### config.mk
export PLATFORM = sky130hd
export DESIGN_NAME = ebps_pin_mux
export DESIGN_NICKNAME = d
export VERILOG_FILES = /design/src/rtl/ebps_pkg.sv /design/src/rtl/ebps_pad_cell.sv /design/src/rtl/ebps_pin_mux.sv
export SDC_FILE = /design/constraint.sdc
export NUM_CORES = 1
export LEC_CHECK = 0
export BUFFER_PORTS_ARGS = -buffer_cell sky130_fd_sc_hd__buf_4
export CORE_UTILIZATION = 41
export CTS_CLUSTER_DIAMETER = 80
export DETAILED_ROUTE_END_ITERATION = 10
export GPL_TIMING_DRIVEN = 0
export PLACE_DENSITY = 0.92
export RECOVER_POWER = 100
export SYNTH_ARGS = -nofsm -noshare
export SYNTH_HDL_FRONTEND = slang
export SYNTH_SLANG_ARGS = --single-unit
### constraint.sdc
create_clock -name clk_sys_in -period 1.2 [get_ports clk_sys_in]
set_input_delay 0.12 -clock clk_sys_in [delete_from_list [all_inputs] [get_ports clk_sys_in]]
set_output_delay 0.12 -clock clk_sys_in [all_outputs]
set_load 0.05 [all_outputs]
### src/rtl/ebps_pkg.sv
// shared constants for the external bus pin sharing block
package ebps_pkg;
    // pin slots in the packed pad vectors
    localparam int unsigned NUM_DATA     = 4;
    localparam int unsigned NUM_CS       = 6;
    localparam int unsigned NUM_PINS     = 1 + NUM_DATA + NUM_CS;
    localparam int unsigned SLOT_ADDR    = 0;
    localparam int unsigned SLOT_DATA    = 1;
    localparam int unsigned SLOT_CS      = SLOT_DATA + NUM_DATA;
    // bit positions inside the port registers
    localparam int unsigned PORT_B_BIT   = 4;
    localparam int unsigned PORT_F_BASE  = 0;
    localparam int unsigned PORT_D_BASE  = 0;
    localparam int unsigned PORT_W       = 8;
    // reset values
    localparam logic        RST_PU_ADDR  = 1'h1;
    localparam logic        RST_PER_ADDR = 1'h0;
    localparam logic [3:0]  RST_PU_DATA  = 4'hf;
    localparam logic [3:0]  RST_PER_DATA = 4'hf;
    localparam logic [5:0]  RST_PU_CS    = 6'h3f;
    localparam logic [5:0]  RST_PER_CS   = 6'h00;
    localparam logic        RST_CLK_SEL  = 1'h0;
    typedef struct packed {
        logic                pu_addr;
        logic                per_addr;
        logic [NUM_DATA-1:0] pu_data;
        logic [NUM_DATA-1:0] per_data;
        logic [NUM_CS-1:0]   pu_cs;
        logic [NUM_CS-1:0]   per_cs;
        logic                clk_sel;
    } ebps_state_t;
endpackage : ebps_pkg

### src/rtl/ebps_pad_cell.sv
// one shared pad: gpio or peripheral selection, drive and pull-up
`timescale 1ns/1ps
`default_nettype none
module ebps_pad_cell (
    input  wire logic periph_sel_in,
    input  wire logic gpio_out_in,
    input  wire logic gpio_dir_in,
    input  wire logic periph_out_in,
    input  wire logic periph_oe_in,
    input  wire logic pullup_en_in,
    output logic      pad_out,
    output logic      pad_oe_out,
    output logic      pad_pu_out
);
    // peripheral owns the pad when selected, gpio otherwise
    always_comb begin
        if (periph_sel_in) begin
            pad_out    = periph_out_in;
            pad_oe_out = periph_oe_in;
        end else begin
            pad_out    = gpio_out_in;
            pad_oe_out = gpio_dir_in;
        end
        // pull-up only while the pad is not driven
        pad_pu_out = pullup_en_in & ~pad_oe_out;
    end
endmodule : ebps_pad_cell
`default_nettype wire

### src/rtl/ebps_pin_mux.sv
// pin sharing for address line twenty, data lines 7-10, chip selects 2-7
// Function
// - every shared pin can be a gpio input or a gpio output.
// - after reset address line twenty pin is gpio input with pull-up.
// - clearing port b pull-up bit 4 removes address line twenty pull-up.
// - port b peripheral enable hands address line twenty pin to a peripheral.
// - clock output select picks address line twenty or prescaler clock.
// - idle bus tri-states address twenty unless drive bit or clock output select set.
// - data lines 7-10 come up as data bus after reset.
// - idle bus tri-states data lines 7-10 unless drive bit and data output enable both set.
// - clearing port f pull-up bit n removes pull-up of port f pin n.
// - chip selects 2-7 drive from memory interface, tri-state when idle unless drive bit set.
// - chip select pins come up as gpio inputs with pull-up.
// - clearing port d pull-up bit n removes pull-up of port d pin n.
`timescale 1ns/1ps
`default_nettype none
module ebps_pin_mux #(
    parameter int unsigned DATA_PINS = ebps_pkg::NUM_DATA,
    parameter int unsigned CS_PINS   = ebps_pkg::NUM_CS
) (
    input  wire logic                         clk_sys_in,
    input  wire logic                         sys_rst_in,
    input  wire logic                         clk_en_in,
    // register writes
    input  wire logic                         port_b_pullup_wr_in,
    input  wire logic                         port_b_periph_wr_in,
    input  wire logic [ebps_pkg::PORT_W-1:0]  port_b_data_in,
    input  wire logic                         port_f_pullup_wr_in,
    input  wire logic                         port_f_periph_wr_in,
    input  wire logic [ebps_pkg::PORT_W-1:0]  port_f_data_in,
    input  wire logic                         port_d_pullup_wr_in,
    input  wire logic                         port_d_periph_wr_in,
    input  wire logic [ebps_pkg::PORT_W-1:0]  port_d_data_in,
    input  wire logic                         clock_output_select_wr_in,
    input  wire logic                         clock_output_select_in,
    input  wire logic                         bus_drive_control_bit_in,
    // gpio data and direction, slot order addr, data, cs
    input  wire logic [ebps_pkg::NUM_PINS-1:0] gpio_out_in,
    input  wire logic [ebps_pkg::NUM_PINS-1:0] gpio_dir_in,
    // external memory interface side
    input  wire logic                         bus_active_in,
    input  wire logic                         address_line_twenty_in,
    input  wire logic [DATA_PINS-1:0]         data_wr_in,
    input  wire logic                         data_oe_in,
    input  wire logic [CS_PINS-1:0]           chip_select_in,
    input  wire logic                         prescaler_clock_in,
    // pads
    output logic [ebps_pkg::NUM_PINS-1:0]     pad_out,
    output logic [ebps_pkg::NUM_PINS-1:0]     pad_oe_out,
    output logic [ebps_pkg::NUM_PINS-1:0]     pad_pu_out,
    output logic [ebps_pkg::NUM_PINS-1:0]     periph_sel_out,
    output logic                              clock_output_select_out
);
    // ==========================================================
    // elaboration check
    // ==========================================================
    if (DATA_PINS != ebps_pkg::NUM_DATA || CS_PINS != ebps_pkg::NUM_CS)
        $error("ebps_pin_mux: pin counts must match the package");

    // ==========================================================
    // state
    // ==========================================================
    ebps_pkg::ebps_state_t s_q;
    ebps_pkg::ebps_state_t s_d;

    always_comb begin
        s_d = s_q;
        if (port_b_pullup_wr_in)
            s_d.pu_addr = port_b_data_in[ebps_pkg::PORT_B_BIT];
        if (port_b_periph_wr_in)
            s_d.per_addr = port_b_data_in[ebps_pkg::PORT_B_BIT];
        if (port_f_pullup_wr_in)
            s_d.pu_data =
                port_f_data_in[ebps_pkg::PORT_F_BASE +: DATA_PINS];
        if (port_f_periph_wr_in)
            s_d.per_data = port_f_data_in[ebps_pkg::PORT_F_BASE +: DATA_PINS];
        if (port_d_pullup_wr_in)
            s_d.pu_cs =
                port_d_data_in[ebps_pkg::PORT_D_BASE +: CS_PINS];
        if (port_d_periph_wr_in)
            s_d.per_cs = port_d_data_in[ebps_pkg::PORT_D_BASE +: CS_PINS];
        if (clock_output_select_wr_in)
            s_d.clk_sel = clock_output_select_in;
    end

    always_ff @(posedge clk_sys_in or posedge sys_rst_in) begin
        if (sys_rst_in) begin
            s_q.pu_addr  <= ebps_pkg::RST_PU_ADDR;
            s_q.per_addr <= ebps_pkg::RST_PER_ADDR;
            s_q.pu_data  <= ebps_pkg::RST_PU_DATA;
            s_q.per_data <= ebps_pkg::RST_PER_DATA;
            s_q.pu_cs    <= ebps_pkg::RST_PU_CS;
            s_q.per_cs   <= ebps_pkg::RST_PER_CS;
            s_q.clk_sel  <= ebps_pkg::RST_CLK_SEL;
        end else if (clk_en_in) begin
            s_q <= s_d;
        end
    end

    // ==========================================================
    // peripheral drive
    // ==========================================================
    logic                              bus_drive;
    logic [ebps_pkg::NUM_PINS-1:0]     sel;
    logic [ebps_pkg::NUM_PINS-1:0]     p_out;
    logic [ebps_pkg::NUM_PINS-1:0]     p_oe;
    logic [ebps_pkg::NUM_PINS-1:0]     pu_en;

    // bus pins float while idle unless the drive bit holds them
    assign bus_drive = bus_active_in | bus_drive_control_bit_in;

    always_comb begin
        sel   = {s_q.per_cs, s_q.per_data, s_q.per_addr};
        pu_en = {s_q.pu_cs, s_q.pu_data, s_q.pu_addr};
        p_out[ebps_pkg::SLOT_ADDR] =
            s_q.clk_sel ? prescaler_clock_in : address_line_twenty_in;
        // the monitored clock is not a bus signal and drives continuously
        p_oe[ebps_pkg::SLOT_ADDR] = s_q.clk_sel | bus_drive;
        p_out[ebps_pkg::SLOT_DATA +: DATA_PINS] = data_wr_in;
        p_oe[ebps_pkg::SLOT_DATA +: DATA_PINS] =
            {DATA_PINS{data_oe_in & bus_drive}};
        p_out[ebps_pkg::SLOT_CS +: CS_PINS] = chip_select_in;
        p_oe[ebps_pkg::SLOT_CS +: CS_PINS] = {CS_PINS{bus_drive}};
    end

    // ==========================================================
    // pad cells
    // ==========================================================
    for (genvar i = 0; i < ebps_pkg::NUM_PINS; i++) begin : g_pad
        ebps_pad_cell u_pad (
            .periph_sel_in (sel[i]),
            .gpio_out_in   (gpio_out_in[i]),
            .gpio_dir_in   (gpio_dir_in[i]),
            .periph_out_in (p_out[i]),
            .periph_oe_in  (p_oe[i]),
            .pullup_en_in  (pu_en[i]),
            .pad_out       (pad_out[i]),
            .pad_oe_out    (pad_oe_out[i]),
            .pad_pu_out    (pad_pu_out[i])
        );
    end

    assign periph_sel_out          = sel;
    assign clock_output_select_out = s_q.clk_sel;

    localparam int unsigned A = ebps_pkg::SLOT_ADDR;
    localparam int unsigned F = ebps_pkg::SLOT_DATA;
    localparam int unsigned D = ebps_pkg::SLOT_CS;
endmodule : ebps_pin_mux
`default_nettype wire

==> flow_summary.yaml <==
outcome:
  status: "finished with violations"
  violations: "setup timing"
logic_synthesis:
  yosysMostFrequentCell: "buf_4"
  synth_cell_type_count: 16
  yosys_warnings: 0
  yosysTopAreaCellShare_pct: 24.5
  syn_area_um2: 1610
  syn_area_per_cell_um2: 10.2
  synth.area.top_cells: "dfstp_2, mux2_2, buf_4"
  synthTopCellsByCount: "buf_4, mux2_2, dfstp_2, nor2_1, nand2_1"
  synthCells: 157
  synthesis.nets: 229
  synth_edf_count: 0
  synth.largest_area_cell: "dfstp_2"
  synthArstFlopShare_pct: 100
  ys_seq_elements: 23
  ys_seq_area_share_pct: 36.9
  synthFlopType: "dfstp_2"
final_layout:
  layout.nets: 317
  syn2layout_area_growth_pct: 73.0
  final_util_pct: 74.9
  layout-drive-gt1-share_pct: 84.0
  diodes: 0
detailed_routing:
  drtIter0Drc: 35
  vias: 1408
  drt_first_pass_iters: 4
  via_per_inst: 4.82
  drc: 0
  ant_nets: 0
  routed_wl_mm: 4.48
  wl_per_cell_um: 15.3
setup_path:
  worstSetupPathType: "flop to primary output"
  start_kind: "flop"
  cp.required_ns: 1.08
  reg2reg_depth: 2
  endpoint_kind: "primary output"
  cp_max_fo: 5
  crit_arrival_ns: 1.34
placement:
  hpwl_mm: 3.10
  placement.io_buffers: 103
  place_ws_ns: -0.119
  place_congestion: 0.689
sta:
  finalHoldViolCount: 0
  setup_tns_ns: -6.19
  max_slew_margin_pct: 41.1
  max_freq_mhz: 685
  rsz0062_at_grt: "yes"
  fin_worst_skew_ns: 0
  slew_violations: 0
  final.setup.worst_slack_ns: -0.261
  worst_slew_pin_slew_ns: 0.883
  setup_violations: 37
  period_minus_slack_ns: 1.46
  finalCritPeriodShare_pct: 122
floorplanning:
  die_w_um: 64.6
  ios: 117
  die_area_um2: 4180
  core_um2: 3720
  die-height_um: 64.6
  rows: 22
  initial_core_util_pct: 43.3
clock_network:
  cts_tree: "done"
  cts_root_buf: "clkbuf_8"
  htree_num_levels: 1
  cts.sinks: 23
  cts.path.max_buffers: 2
  clkTransAtPathRegs_ns: 0.08
  clk_latency_ns: 0.26
  cts_buffers: 3
grt:
  grt_max_degree: 24
  grt_pass1_wl_mm: 6.95
  antenna_found_initial: 0
  grt_use_total_pct: 22.0
  grt-ovfl-total: 0
  grt_pass1_vias: 1447
power:
  powerDensity_nw_per_um2: 1350
  max-vdd-ir-drop_mv: 0.778
  leakagePower_nw: 1.34
min_path:
  hold_path.class: "primary input to asynchronous set/reset pin"
flow_run:
  maxCapViolations: 0
registers in the layout, summed over array words and instances (netlist names):
register	count
periph_sel_out	11
pu_en	11
clock_output_select_out	1
path summary, 6_finish.rpt:
check / slack [ns] / end / start
max in group asynchronous: 0.55 / periph_sel_out[6] / sys_rst_in
min in group clk_sys_in: 0.09 / clock_output_select_out / clock_output_select_in
setup / recovery: -0.26 / pad_out[3] / periph_sel_out[3]
hold reg to reg: 0.58 / periph_sel_out[10] / periph_sel_out[10]
setup reg to reg: 0.24 / clock_output_select_out / clock_output_select_out
hold / removal: 0.05 / periph_sel_out[7] / sys_rst_in
critical path, cell delays in order, from the launching register on:
cell and delay, ns:
dfstp_2 0.60, mux2_4 0.33, buf_8 0.15
per-layer routing:
layer  part of all wire, %  wire length, µm  track usage, %
met5                     0                0               0
met3                   4.6              208            2.99
met4                  0.31               14            3.33
met2                    60             2680            44.6
met1                    35             1580            24.0
placed cells by master (no fill, tap or decap), drive strengths merged:
master / synthesis / final
nand2b: 4 / 4
mux2i: 1 / 1
and3: 4 / 4
nor4b: 1 / 1
nor3b: 6 / 6
o21a: 7 / 7
dfstp: 15 / 15
mux2: 33 / 33
dfrtp: 8 / 8
clkinv: 0 / 1
a21oi: 1 / 1
buf: 46 / 128
nand2: 11 / 11
inv: 1 / 1
o211ai: 4 / 4
clkbuf: 0 / 4
nor2: 15 / 15
logic make-up (layout without fill, tap and decap cells):
group / after synthesis / count (layout) / share of synthesized area, %
buffers and inverters: 47 / 134 / 21.4
AND/OR/NAND/NOR: 41 / 41 / 12.5
multiplexers: 34 / 34 / 23.7
flip-flops: 23 / 23 / 36.9
AO/OA/AOI/OAI: 12 / 12 / 5.44
metrics by stage:
stage	hold slack [ns]	instance area, µm²	cells	total power [mW]
floorplan	0.111	1620	157	2.42
global placement	0.332	2450	308	2.93
detailed placement	0.358	2450	308	2.97
CTS	0.0813	2730	289	3.71
global route	0.0856	2780	292	3.93
finish	0.0485	2780	292	3.77
timing repair:
action / 4_1_cts / 5_1_grt
buffers inserted: 4 / 5
endpoints found under the setup margin: 37 / 38
hold buffers: 0 / 0
pin swaps: 16 / 9
gates resized for setup: 101 / 14
final cells by class:
class / instances / area (µm²)
repair buffers: 111 / 1120
fillers: 257 / 932
multi-input cells: 87 / 811
flip-flops and latches: 23 / 603
plain buffers: 18 / 138
well taps: 48 / 60.1
clock buffers: 3 / 41.3
clock inverters: 1 / 5.00
inverters: 1 / 3.75
power breakdown:
part	total [mW]	switching (mW)	leakage, nW	internal (mW)
clock	0.479	0.248	0.0255	0.231
combinational	2.21	1.14	1.07	1.07
sequential	1.08	0.129	0.244	0.952
total	3.77	1.52	1.34	2.25
Note: power is estimated with default switching activity, not from simulation.
